**config.mk**
```make
export PLATFORM = sky130hd
export DESIGN_NAME = cfv_flags_vc
export DESIGN_NICKNAME = d
export VERILOG_FILES = /design/src/design/cfv_pkg.sv /design/src/design/cfv_page_sel.sv /design/src/design/cfv_int_ctrl.sv /design/src/design/cfv_flags_vc.sv
export SDC_FILE = /design/constraint.sdc
export NUM_CORES = 1
export LEC_CHECK = 0
export BUFFER_PORTS_ARGS = -buffer_cell sky130_fd_sc_hd__buf_2
export CAP_MARGIN = 20
export CORE_ASPECT_RATIO = 0.75
export CORE_UTILIZATION = 40
export CTS_CLUSTER_SIZE = 25
export DETAILED_ROUTE_END_ITERATION = 8
export PLACE_DENSITY = 0.78
export SYNTH_ARGS = -nofsm -noshare
export SYNTH_HDL_FRONTEND = slang
export SYNTH_SLANG_ARGS = --single-unit
```
**constraint.sdc**
```tcl
create_clock -name clk_i -period 4.3 [get_ports clk_i]
set_input_delay 0.215 -clock clk_i [delete_from_list [all_inputs] [get_ports clk_i]]
set_output_delay 0.215 -clock clk_i [all_outputs]
set_load 0.1 [all_outputs]
```
**src/design/cfv_pkg.sv**
```systemverilog
// package for the processor flag and interrupt vector clear block
// assumes one 100 MHz system clock and a 32-bit apb register bus
package cfv_pkg;

  // ==========================================================
  // register indices and byte addresses (byte = 4 * index)
  localparam logic [7:0]  IDX_VECTOR_CLEAR  = 8'he2;  // interrupt_vector_clear
  localparam logic [7:0]  IDX_FLAGS         = 8'hf7;  // processor_flags
  localparam logic [7:0]  IDX_INT_MASK      = 8'h40;  // source mask register
  localparam logic [11:0] ADDR_VECTOR_CLEAR = {2'h0, IDX_VECTOR_CLEAR, 2'h0};
  localparam logic [11:0] ADDR_FLAGS        = {2'h0, IDX_FLAGS, 2'h0};
  localparam logic [11:0] ADDR_INT_MASK     = {2'h0, IDX_INT_MASK, 2'h0};

  // ==========================================================
  // reset values
  localparam logic [7:0]  RST_FLAGS         = 8'h00;
  localparam logic [7:0]  RST_VECTOR        = 8'h00;
  localparam logic [7:0]  RST_INT_MASK      = 8'h00;

  // ==========================================================
  // flag register field positions
  localparam int          PGM_HI            = 7;  // page_addressing_mode msb
  localparam int          PGM_LO            = 6;  // page_addressing_mode lsb
  localparam int          BIT_UNCONNECTED   = 5;  // unconnected_flag_bit
  localparam int          BIT_EXT_SPACE     = 4;  // extended_space_select
  localparam int          BIT_RESERVED      = 3;  // always reads zero
  localparam int          BIT_CARRY         = 2;
  localparam int          BIT_ZERO          = 1;
  localparam int          BIT_GIE           = 0;  // global_interrupt_enable
  localparam logic [7:0]  FLAGS_WMASK       = 8'hf7;  // writable bits

  // ==========================================================
  // vector step between sources; vector 0 means nothing pending
  localparam logic [7:0]  VECTOR_STEP       = 8'h04;

  // ==========================================================
  // page addressing modes
  typedef enum logic [1:0] {
    CFV_PG_ZERO    = 2'b00,  // both operands on page 0
    CFV_PG_STACK   = 2'b01,  // direct page 0, indexed stack page
    CFV_PG_INDEX   = 2'b10,  // direct current, indexed index page
    CFV_PG_CUR_STK = 2'b11   // direct current, indexed stack page
  } cfv_page_addressing_mode_e;

  // flag instructions the core executes
  typedef enum logic [1:0] {
    CFV_OP_AND = 2'b00,
    CFV_OP_OR  = 2'b01,
    CFV_OP_XOR = 2'b10
  } cfv_flag_op_e;

endpackage

```
**src/design/cfv_page_sel.sv**
```systemverilog
// ram page selection for direct and indexed operands
// assumes page pointers come from same-clock core logic
`timescale 1ns/100ps
module cfv_page_sel #(
  parameter int PAGE_W = 8
) (
  input  wire logic [1:0]        mode_i,        // page_addressing_mode
  input  wire logic [PAGE_W-1:0] cur_page_i,    // current_page_pointer
  input  wire logic [PAGE_W-1:0] idx_page_i,    // index_page_pointer
  input  wire logic [PAGE_W-1:0] stk_page_i,    // stack_page_pointer
  output logic      [PAGE_W-1:0] direct_page_o,
  output logic      [PAGE_W-1:0] indexed_page_o
);

  // ==========================================================
  // mode decode, purely combinational so the core sees it at once
  always_comb begin
    unique case (cfv_pkg::cfv_page_addressing_mode_e'(mode_i))
      cfv_pkg::CFV_PG_ZERO: begin
        direct_page_o  = '0;
        indexed_page_o = '0;
      end
      cfv_pkg::CFV_PG_STACK: begin
        direct_page_o  = '0;
        indexed_page_o = stk_page_i;
      end
      cfv_pkg::CFV_PG_INDEX: begin
        direct_page_o  = cur_page_i;
        indexed_page_o = idx_page_i;
      end
      cfv_pkg::CFV_PG_CUR_STK: begin
        direct_page_o  = cur_page_i;
        indexed_page_o = stk_page_i;
      end
    endcase
  end

endmodule

```
**src/design/cfv_int_ctrl.sv**
```systemverilog
// posted and pending interrupt state with priority vector
// assumes source requests are one-cycle pulses from same-clock logic
`timescale 1ns/100ps
module cfv_int_ctrl #(
  parameter int N_SRC = 8
) (
  input  wire logic             clk_i,
  input  wire logic             rstn_i,
  input  wire logic [N_SRC-1:0] irq_i,        // source events
  input  wire logic [N_SRC-1:0] mask_i,       // 1 lets a posted source pend
  input  wire logic             clear_all_i,  // drop every posted request
  input  wire logic             ack_i,        // core took the top vector
  output logic      [N_SRC-1:0] posted_o,
  output logic      [N_SRC-1:0] pending_o,
  output logic      [7:0]       vector_o      // 0 when nothing pends
);

  logic [N_SRC-1:0] posted_r;    // posted requests
  logic [N_SRC-1:0] posted_nxt;
  logic [N_SRC-1:0] top_onehot;  // highest priority pending source

  // ==========================================================
  // masking gates pending only; posting carries on regardless
  assign pending_o = posted_r & mask_i;
  assign posted_o  = posted_r;

  // ==========================================================
  // priority: lowest source number wins
  always_comb begin
    top_onehot = '0;
    vector_o   = cfv_pkg::RST_VECTOR;
    for (int i = N_SRC - 1; i >= 0; i--) begin
      if (pending_o[i]) begin
        top_onehot    = '0;
        top_onehot[i] = 1'b1;
        vector_o      = 8'((i + 1) * cfv_pkg::VECTOR_STEP);
      end
    end
  end

  // ==========================================================
  // per-source next state: a new event wins over any clear
  generate
    for (genvar g = 0; g < N_SRC; g++) begin : g_src
      always_comb begin
        if (irq_i[g]) begin
          posted_nxt[g] = 1'b1;
        end else if (clear_all_i || (ack_i && top_onehot[g])) begin
          posted_nxt[g] = 1'b0;
        end else begin
          posted_nxt[g] = posted_r[g];
        end
      end
    end
  endgenerate

  // register stage
  always_ff @(posedge clk_i or negedge rstn_i) begin
    if (!rstn_i) begin
      posted_r <= '0;
    end else begin
      posted_r <= posted_nxt;
    end
  end

endmodule

```
**src/design/cfv_flags_vc.sv**
```systemverilog
// processor flag register and interrupt vector clear register
// assumes an apb master on clk_i and a core on the same clock
`timescale 1ns/100ps
module cfv_flags_vc #(
  parameter int N_SRC  = 8,
  parameter int PAGE_W = 8
) (
  input  wire logic              clk_i,
  input  wire logic              rstn_i,
  // apb slave
  input  wire logic              psel,
  input  wire logic              penable,
  input  wire logic              pwrite,
  input  wire logic [11:0]       paddr,
  input  wire logic [31:0]       pwdata,
  output logic      [31:0]       prdata,
  output logic                   pready,
  output logic                   pslverr,
  // core flag operations
  input  wire logic              flag_op_valid_i,  // flag instruction this cycle
  input  wire logic [1:0]        flag_op_i,        // and / or / xor
  input  wire logic [7:0]        flag_operand_i,   // instruction immediate
  input  wire logic              alu_update_i,     // alu result valid
  input  wire logic              alu_carry_i,
  input  wire logic              alu_zero_i,
  input  wire logic              isr_entry_i,      // core enters service routine
  // page pointers
  input  wire logic [PAGE_W-1:0] current_page_pointer_i,
  input  wire logic [PAGE_W-1:0] index_page_pointer_i,
  input  wire logic [PAGE_W-1:0] stack_page_pointer_i,
  // interrupt sources
  input  wire logic [N_SRC-1:0]  irq_i,
  // outputs to the core
  output logic      [7:0]        flags_o,
  output logic      [PAGE_W-1:0] direct_page_o,
  output logic      [PAGE_W-1:0] indexed_page_o,
  output logic                   extended_space_select_o,
  output logic                   global_interrupt_enable_o,
  output logic                   int_req_o,        // pending and enabled
  output logic      [7:0]        int_vector_o      // vector for the core
);

  // ==========================================================
  // declarations
  logic [7:0]       flags_r;      // processor_flags
  logic [7:0]       flags_nxt;
  logic [7:0]       op_result;    // flag instruction result
  logic [N_SRC-1:0] mask_r;       // source mask
  logic [N_SRC-1:0] mask_nxt;
  logic [31:0]      prdata_r;     // read data, captured in setup
  logic [31:0]      prdata_nxt;
  logic             pslverr_r;    // unmapped address seen in setup
  logic             pslverr_nxt;
  logic             setup;        // apb setup cycle
  logic             access;       // apb access cycle (always ready)
  logic             hit_vc;       // address decodes
  logic             hit_flags;
  logic             hit_mask;
  logic             vc_write;     // clears the controller
  logic             int_ack;      // core takes a vector
  logic [N_SRC-1:0] pending;
  logic [N_SRC-1:0] posted;       // posted requests, watched by assertions
  logic [7:0]       vector;

  // ==========================================================
  // apb decode; zero wait states keep the bus cycle at two clocks
  assign setup     = psel && !penable;
  assign access    = psel && penable;
  assign hit_vc    = (paddr == cfv_pkg::ADDR_VECTOR_CLEAR);
  assign hit_flags = (paddr == cfv_pkg::ADDR_FLAGS);
  assign hit_mask  = (paddr == cfv_pkg::ADDR_INT_MASK);
  assign pready    = 1'b1;
  assign prdata    = prdata_r;
  assign pslverr   = access && pslverr_r;
  assign vc_write  = access && pwrite && hit_vc;

  // ==========================================================
  // interrupt controller; the core acknowledges on service entry
  // a level source that is still high reposts at once after the
  // acknowledge, so the core sees it again when it leaves the routine
  assign int_ack   = isr_entry_i;

  cfv_int_ctrl #(
    .N_SRC (N_SRC)
  ) u_int (
    .clk_i       (clk_i),
    .rstn_i      (rstn_i),
    .irq_i       (irq_i),
    .mask_i      (mask_r),
    .clear_all_i (vc_write),
    .ack_i       (int_ack),
    .posted_o    (posted),
    .pending_o   (pending),
    .vector_o    (vector)
  );

  // gie gates delivery only, never posting or pending
  assign int_req_o    = flags_r[cfv_pkg::BIT_GIE] && (|pending);
  assign int_vector_o = vector;

  // ==========================================================
  // page selection from the mode field
  cfv_page_sel #(
    .PAGE_W (PAGE_W)
  ) u_page (
    .mode_i         (flags_r[cfv_pkg::PGM_HI:cfv_pkg::PGM_LO]),
    .cur_page_i     (current_page_pointer_i),
    .idx_page_i     (index_page_pointer_i),
    .stk_page_i     (stack_page_pointer_i),
    .direct_page_o  (direct_page_o),
    .indexed_page_o (indexed_page_o)
  );

  assign flags_o                   = flags_r;
  assign extended_space_select_o   = flags_r[cfv_pkg::BIT_EXT_SPACE];
  assign global_interrupt_enable_o = flags_r[cfv_pkg::BIT_GIE];

  // ==========================================================
  // flag instruction datapath
  always_comb begin
    unique case (flag_op_i)
      cfv_pkg::CFV_OP_AND: op_result = flags_r & flag_operand_i;
      cfv_pkg::CFV_OP_OR:  op_result = flags_r | flag_operand_i;
      cfv_pkg::CFV_OP_XOR: op_result = flags_r ^ flag_operand_i;
      default:             op_result = flags_r;  // illegal code: no change
    endcase
  end

  // ==========================================================
  // flag next state: service entry beats instructions beats alu
  // apb writes never reach here, so the bus cannot corrupt flags
  always_comb begin
    flags_nxt = flags_r;
    if (isr_entry_i) begin
      flags_nxt = cfv_pkg::RST_FLAGS;
    end else if (flag_op_valid_i) begin
      // bit 5 is plain storage; reserved bit forced low
      flags_nxt = op_result & cfv_pkg::FLAGS_WMASK;
    end else if (alu_update_i) begin
      flags_nxt[cfv_pkg::BIT_CARRY] = alu_carry_i;
      flags_nxt[cfv_pkg::BIT_ZERO]  = alu_zero_i;
    end
  end

  // ==========================================================
  // mask register next state
  // the mask register is local to this block; only N_SRC bits are kept
  always_comb begin
    mask_nxt = mask_r;
    if (access && pwrite && hit_mask) begin
      mask_nxt = pwdata[N_SRC-1:0];
    end
  end

  // ==========================================================
  // read data and error captured in setup; the vector is a snapshot
  always_comb begin
    prdata_nxt  = prdata_r;
    pslverr_nxt = pslverr_r;
    if (setup) begin
      prdata_nxt  = '0;
      pslverr_nxt = !(hit_vc || hit_flags || hit_mask);
      if (!pwrite) begin
        if (hit_vc) begin
          prdata_nxt[7:0] = vector;
        end else if (hit_flags) begin
          prdata_nxt[7:0] = flags_r;
        end else if (hit_mask) begin
          prdata_nxt[N_SRC-1:0] = mask_r;
        end
      end
    end
  end

  // ==========================================================
  // register stage
  always_ff @(posedge clk_i or negedge rstn_i) begin
    if (!rstn_i) begin
      flags_r   <= cfv_pkg::RST_FLAGS;
      mask_r    <= N_SRC'(cfv_pkg::RST_INT_MASK);
      prdata_r  <= '0;
      pslverr_r <= 1'b0;
    end else begin
      flags_r   <= flags_nxt;
      mask_r    <= mask_nxt;
      prdata_r  <= prdata_nxt;
      pslverr_r <= pslverr_nxt;
    end
  end
endmodule

```
==> run_results.csv, run 1 <==
group,metric,value,unit
die,die_x,91.5,um
power,pwr-share-clk,28.7,%
drt,drtIter0Drc,99,
timing,setup_ws,2.07,ns
critical_path,required,4.09,ns
drt,routed_wl,5930,um
power,total_leakage_power,0.00160,uW
critical_path,crit_type,"reg2out",
die,core-area,0.00580,mm2
die,fp.dieH,69.1,um
clock_tree,root_buffer,"clkbuf_8",
drt,viasPerCell,5.08,
timing,final-setup-viol-count,0,
synth,syn_area,0.00240,mm2
global_route,grt_pass1_wl,9820,um
timing,hold_violations,32,
clock_tree,clkSinkCount,32,
global_route,grt_pass1_vias,2091,
min_path,hp-class,"in2async",
timing,final_max_slew_viol_count,0,
critical_path,crit_arrival,2.02,ns
placement,dp_slack,2.00,ns
power,p_int,486,uW
critical_path,critPathSlowestCell,"buf_2",
status,violations,"hold timing",
synth,ys_types,38,
critical_path,path_buf_inv,1,
placement,dp.cells,428,
critical_path,critPathMaxStageDelay,0.50,ns
timing,fmax,448,MHz
layout,antennaDiodeCount,0,
clock_tree,cts.repair.resized,0,
synth,synth_ff_type,"dfrtp_1",
timing,holdWs,-0.0179,ns
power,vdd_drop_max,0.128,mV
drt,wl_per_cell,13.6,um
clock_tree,postCtsSetupRepairBufs,0,
layout,final_util,50.8,%
global_route,track_usage,19.3,%
critical_path,ff2ff_path_depth,5,
die,ioPinCount,165,
critical_path,cp_max_fo,6,
timing,tightest_slew,0.728,ns
placement,place.port_buffers,109,
drt,drc,0,
global_route,gr-total-overflow,0,
critical_path,crit_path_end_kind,"output pin",
synth,synth-seq-area-share,33.4,%
timing,maxSlewHeadroom,51.5,%
synth,ys_ff_latch,32,
drt,ant_nets,0,
layout,area_delta_synth_final,22.7,%
die,dieArea,0.00632,mm2
clock_tree,clockBufferDepth,2,
global_route,grt_max_degree,33,
synth,syn_inst,253,
timing,min_period,2.23,ns
drt,wl_met2,2910,um
power,power_frac_seq,37.4,%
drt,wl_met3,446,um
power,p_per_area,284,mW/mm2
clock_tree,clk_latency,0.29,ns
critical_path,r2r_end,"u_int.posted_o[7]$_DFFE_PN0P_",
die,start_util,41.4,%
clock_tree,numCtsBuffers,5,
drt,dr_total_vias,2213,
timing,fin_tns_setup,0,ns
synth,yosysWarnings,0,
critical_path,r2r-start,"mask_r[2]$_DFFE_PN0P_",
timing,rsz0062_at_grt,"false",
synth,avgSynthCellArea,9.49,um2
drt,met1_length,2530,um
layout,nNetsFinal,471,
timing,post-route-period-util,51.9,%
layout,finalNonFillerCells,436,
power,p_comb_share,33.9,%
die,rows,24,
layout,drive_gt1_share,38.5,%
placement,place_congestion,0.814,
global_route,antenna_found_initial,0,
clock_tree,path_clk_slew,0.07,ns
job,cap_violations,0,
timing,worst_clock_skew,0.00365,ns
synth,synthArstFlopShare,100,%
critical_path,crit_path_start_kind,"flip-flop",
power,switching_power,352,uW
clock_tree,cts_max_level,2,
clock_tree,postCtsHoldBufs,0,
drt,dr.max_layer_used,"met4",
critical_path,cp_top_family,"simple AND/OR/NAND/NOR gates",
placement,hpwl,4750,um
layout,n_fill_cell,563,
power,p_sw_share,42.0,%
critical_path,ff2ff_setup_slack,2.62,ns
synth,synth_edf_count,0,
critical_path,path_cells,"a22oi_1 -> nand2_1 -> nor3_1 -> buf_2",
drt,first_pass_iters,4,
status,status,"finished with violations",
clock_tree,cts_tree,"yes",
[power groups by stage]
stage          sequential [uW]  combinational [uW]  clock, uW
4_1_cts                    313                 286        243
5_1_grt                    314                 300        258
6_report                   313                 284        240
2_1_floorplan              341                 223          0
3_3_place_gp               319                 280          0
3_5_place_dp               319                 285          0
[state kept, by name, indices dropped and copies added (netlist names)]
signal          count
mask_r              8
prdata              8
u_int.posted_o      8
flags_o             7
pslverr_r           1
[through the flow]
stage | instance area [um2] | power [uW]
after floorplan | 2510 | 564
after global placement | 2860 | 599
after detailed placement | 2860 | 604
after CTS | 2950 | 842
after global routing | 2950 | 872
final | 2950 | 838
[cells in the final DEF (no fill, tap or decap), drive strengths merged, types with 2 or more instances in the layout]
cell type,Yosys,final
nand2b,3,3
ha,18,18
nor3b,2,2
buf,34,109
and2,14,14
nand3,4,4
mux2,8,8
a221o,5,5
a22o,15,15
nor2,13,13
a21oi,6,6
inv,21,21
a22oi,10,10
a222oi,2,2
conb,2,30
and3,4,4
clkbuf,6,8
nand4,3,3
o221ai,2,2
nand2,12,12
o31ai,4,4
nor2b,2,2
dfrtp,32,32
nor3,3,3
a31o,8,8
o21ai,11,11
or2,2,2
[how the worst max path moves through the flow]
stage / from / end / cells past startpoint
after floorplan: mask_r[3]$_DFFE_PN0P_ / u_int.posted_o[7]$_DFFE_PN0P_ / 5
after global routing: flags_o[7]$_DFFE_PN0P_ / indexed_page_o[1] / 4
after detailed placement: paddr[1] / mask_r[4]$_DFFE_PN0P_ / 6
after CTS: mask_r[2]$_DFFE_PN0P_ / int_vector_o[5] / 4
after global placement: paddr[1] / mask_r[7]$_DFFE_PN0P_ / 6
final: mask_r[2]$_DFFE_PN0P_ / int_vector_o[5] / 4
[cell usage after synthesis, types with 2 or more instances]
cell      instances  area (um2)
dfrtp_1          32         801
and3_2            2        15.0
nand3_1           4        20.0
nand4_1           3        18.8
nor2b_1           2        12.5
clkbuf_1          6        22.5
o221ai_1          2        17.5
ha_1             18         225
nand2b_1          3        18.8
a21oi_1           6        30.0
o21ai_0          11        55.1
a22o_1           15         131
mux2_4            8         120
conb_1            2        7.51
and2_1           14        87.6
buf_4            32         240
nor3b_1           2        15.0
a31o_2            8        70.1
a221o_1           5        50.1
and3_1            2        12.5
or2_2             2        12.5
nor3_1            3        15.0
a22oi_1          10        75.1
inv_1            21        78.8
nand2_1          12        45.0
a222oi_1          2        20.0
nor2_1           12        45.0
o31ai_1           4        30.0
[layout make-up]
class                           instances  area [um2]  area share, %
Multi-Input combinational cell        188        1330           45.2
Tap cell                               78        97.6           3.31
Inverter                               21        78.8           2.68
Clock buffer                            8        90.1           3.06
Sequential cell                        32         801           27.2
Timing Repair Buffer                  109         546           18.5
[kinds of logic after synthesis]
group                      count (synthesis)  synth area share [%]
and+or+nand+nor                           67                  15.9
muxes                                      8                  5.00
other                                      2                 0.313
DFF                                       32                  33.4
buffers and inverters                     61                  15.5
AOI/OAI and AO/OA                         65                  20.5
adders and majority gates                 18                  9.38
[per-layer routing]
metal / vias up / track usage [%]
met5: - / 0
met4: 0 / 5.11
met3: 5 / 3.86
met2: 93 / 33.9
met1: 1067 / 24.1
li1: 1048 / -
No activity file was read; power rests on OpenSTA's default activity.
==> inputs of run 2 (changes only) <==
--- a/config.mk
+++ b/config.mk
@@ -8,10 +8,10 @@
 export BUFFER_PORTS_ARGS = -buffer_cell sky130_fd_sc_hd__buf_2
 export CAP_MARGIN = 20
 export CORE_ASPECT_RATIO = 0.75
-export CORE_UTILIZATION = 40
+export CORE_UTILIZATION = 38
 export CTS_CLUSTER_SIZE = 25
 export DETAILED_ROUTE_END_ITERATION = 8
-export PLACE_DENSITY = 0.78
+export PLACE_DENSITY = 0.77
 export SYNTH_ARGS = -nofsm -noshare
 export SYNTH_HDL_FRONTEND = slang
 export SYNTH_SLANG_ARGS = --single-unit
==> constraint.sdc (replaced) <==
create_clock -name clk_i -period 1.95 [get_ports clk_i]
set_input_delay 0.0975 -clock clk_i [delete_from_list [all_inputs] [get_ports clk_i]]
set_output_delay 0.0975 -clock clk_i [all_outputs]
set_load 0.1 [all_outputs]
==> run 2 against run 1 <==
Effect of this change: the run now ends clean; clock-buffer cell count decreased by 3; final area increased by 9.2%; global-route usage decreased by 1.2 points; combinational power increased by 130%; die area increased by 5.1%; core utilization increased by 3.3 points; sequential share of layout area decreased by 2.2 points; largest cell class unchanged.
==> run_results.csv, run 2 (synthesis gave the netlist of run 1 again) <==
group,metric,value,unit
layout,antennaDiodeCount,0,
power,pwr-share-clk,31.7,%
drt,first_pass_iters,5,
timing,tightest_slew,0.694,ns
timing,fmax,530,MHz
die,rows,24,
placement,place.port_buffers,109,
min_path,hp-class,"in2reg",
power,p_int,1190,uW
timing,post-route-period-util,96.8,%
die,dieArea,0.00664,mm2
critical_path,cp_top_family,"simple AND/OR/NAND/NOR gates",
die,start_util,40.4,%
drt,ant_nets,0,
critical_path,path_cells,"a22o_1 -> nand2b_1 -> nor3_4 -> clkbuf_4",
drt,drtIter0Drc,95,
placement,place_congestion,0.811,
drt,routed_wl,6220,um
timing,worst_clock_skew,0.00535,ns
placement,place_area,0.00307,mm2
layout,final_common_cell,"buf_2",
power,p_sw_share,39.9,%
timing,hold_violations,0,
critical_path,critPathSlowestCell,"dfrtp_1",
global_route,track_usage,18.1,%
drt,wl_per_cell,14.0,um
power,switching_power,793,uW
critical_path,crit_type,"reg2out",
clock_tree,clk_latency,0.28,ns
layout,n_fill_cell,564,
timing,min_period,1.89,ns
placement,dp.cells,434,
global_route,grt_max_degree,33,
power,p_comb_share,33.5,%
layout,finalNonFillerCells,445,
clock_tree,numCtsBuffers,5,
clock_tree,path_clk_slew,0.07,ns
critical_path,critPathMaxStageDelay,0.42,ns
die,fp.dieH,70.8,um
drt,viasPerCell,5.12,
critical_path,crit_path_start_kind,"flip-flop",
layout,area_delta_synth_final,34.0,%
clock_tree,cts_max_level,2,
global_route,antenna_found_initial,0,
placement,hpwl,4910,um
critical_path,required,1.85,ns
layout,nNetsFinal,480,
layout,layout.cells.most_common_list,"buf_2 (98), conb_1 (30), dfrtp_1 (29)",
critical_path,crit_arrival,1.79,ns
die,core-area,0.00595,mm2
power,total_leakage_power,0.00167,uW
critical_path,path_buf_inv,1,
timing,maxSlewHeadroom,53.8,%
clock_tree,clkSinkCount,32,
timing,final-setup-viol-count,0,
power,vdd_drop_max,0.382,mV
clock_tree,cts_tree,"yes",
power,p_total,1980,uW
power,p_per_area,617,mW/mm2
drt,drc,0,
die,ioPinCount,165,
drt,dr_total_vias,2280,
timing,final_max_slew_viol_count,0,
clock_tree,postCtsSetupRepairBufs,0,
status,status,"finished clean",
die,die_x,93.8,um
layout,final_util,54.1,%
critical_path,cp_max_fo,5,
layout,design_area,0.00322,mm2
clock_tree,clockBufferDepth,2,
layout,drive_gt1_share,44.1,%
job,cap_violations,0,
clock_tree,root_buffer,"clkbuf_8",
global_route,gr-total-overflow,0,
power,power_frac_seq,34.8,%
critical_path,crit_path_end_kind,"output pin",
global_route,grt_pass1_wl,9520,um
global_route,grt_pass1_vias,2052,
## run 2: cell type report
class                           count  area (um2)  area share (%)
Clock buffer                        5        68.8            2.14
Clock inverter                      3        42.5            1.32
Inverter                           21        78.8            2.45
Multi-Input combinational cell    188        1380            42.8
Sequential cell                    32         805            25.0
Tap cell                           78        97.6            3.03
Timing Repair Buffer              118         748            23.3
## run 2: stage by stage
stage	hold WS [ns]	TNS [ns]	setup WS, ns
detailed placement	0.186	-1.50	-0.0990
CTS	0.000352	0	0.00690
global route	0.0104	-0.0203	-0.0203
global placement	0.179	-1.07	-0.0740
finish	0.00248	0	0.0629
floorplan	-0.198	-0.197	-0.119
## run 2: worst paths after layout
check / from / endpoint / slack, ns / cells after the start
max in group asynchronous: rstn_i / flags_o[1]$_DFFE_PN0P_ / 1.04 / 2
hold reg to reg: pslverr_r$_DFFE_PN0P_ / pslverr_r$_DFFE_PN0P_ / 0.48 / 2
hold / removal: irq_i[2] / u_int.posted_o[2]$_DFFE_PN0P_ / 0.002 / 2
min in group asynchronous: rstn_i / u_int.posted_o[3]$_DFFE_PN0P_ / 0.41 / 2
setup reg to reg: mask_r[3]$_DFFE_PN0P_ / u_int.posted_o[7]$_DFFE_PN0P_ / 0.40 / 5
setup / recovery: mask_r[3]$_DFFE_PN0P_ / int_vector_o[5] / 0.06 / 4
## run 2: worst reg2reg max path, cell delays in order (launching register included)
cell      delay (ns)
dfrtp_1         0.42
a22o_1          0.26
nand2b_1        0.22
nor3_4          0.22
nand2_1         0.09
a31o_2          0.23
## run 2: repair_timing
action / in CTS / in global routing
hold buffers: 2 / 1
endpoints found under the hold margin: 33 / 1
endpoints found under the setup margin: 0 / 3
resized for setup: 0 / 3
## run 2: layer usage
metal,vias to the layer above,wire length (um),share of wire (%),GRT usage (%)
li1,1070,-,-,-
met1,1083,2740,44,25.0
met2,119,2900,47,29.7
met3,8,532,8.6,3.98
met4,0,46,0.74,2.91
met5,-,0,0,0
## run 2: power groups by stage
stage	clock, uW	combinational (uW)	sequential [uW]
2_1_floorplan	0	495	753
3_3_place_gp	0	649	703
3_5_place_dp	0	659	704
4_1_cts	640	663	691
5_1_grt	673	696	693
6_report	630	664	691
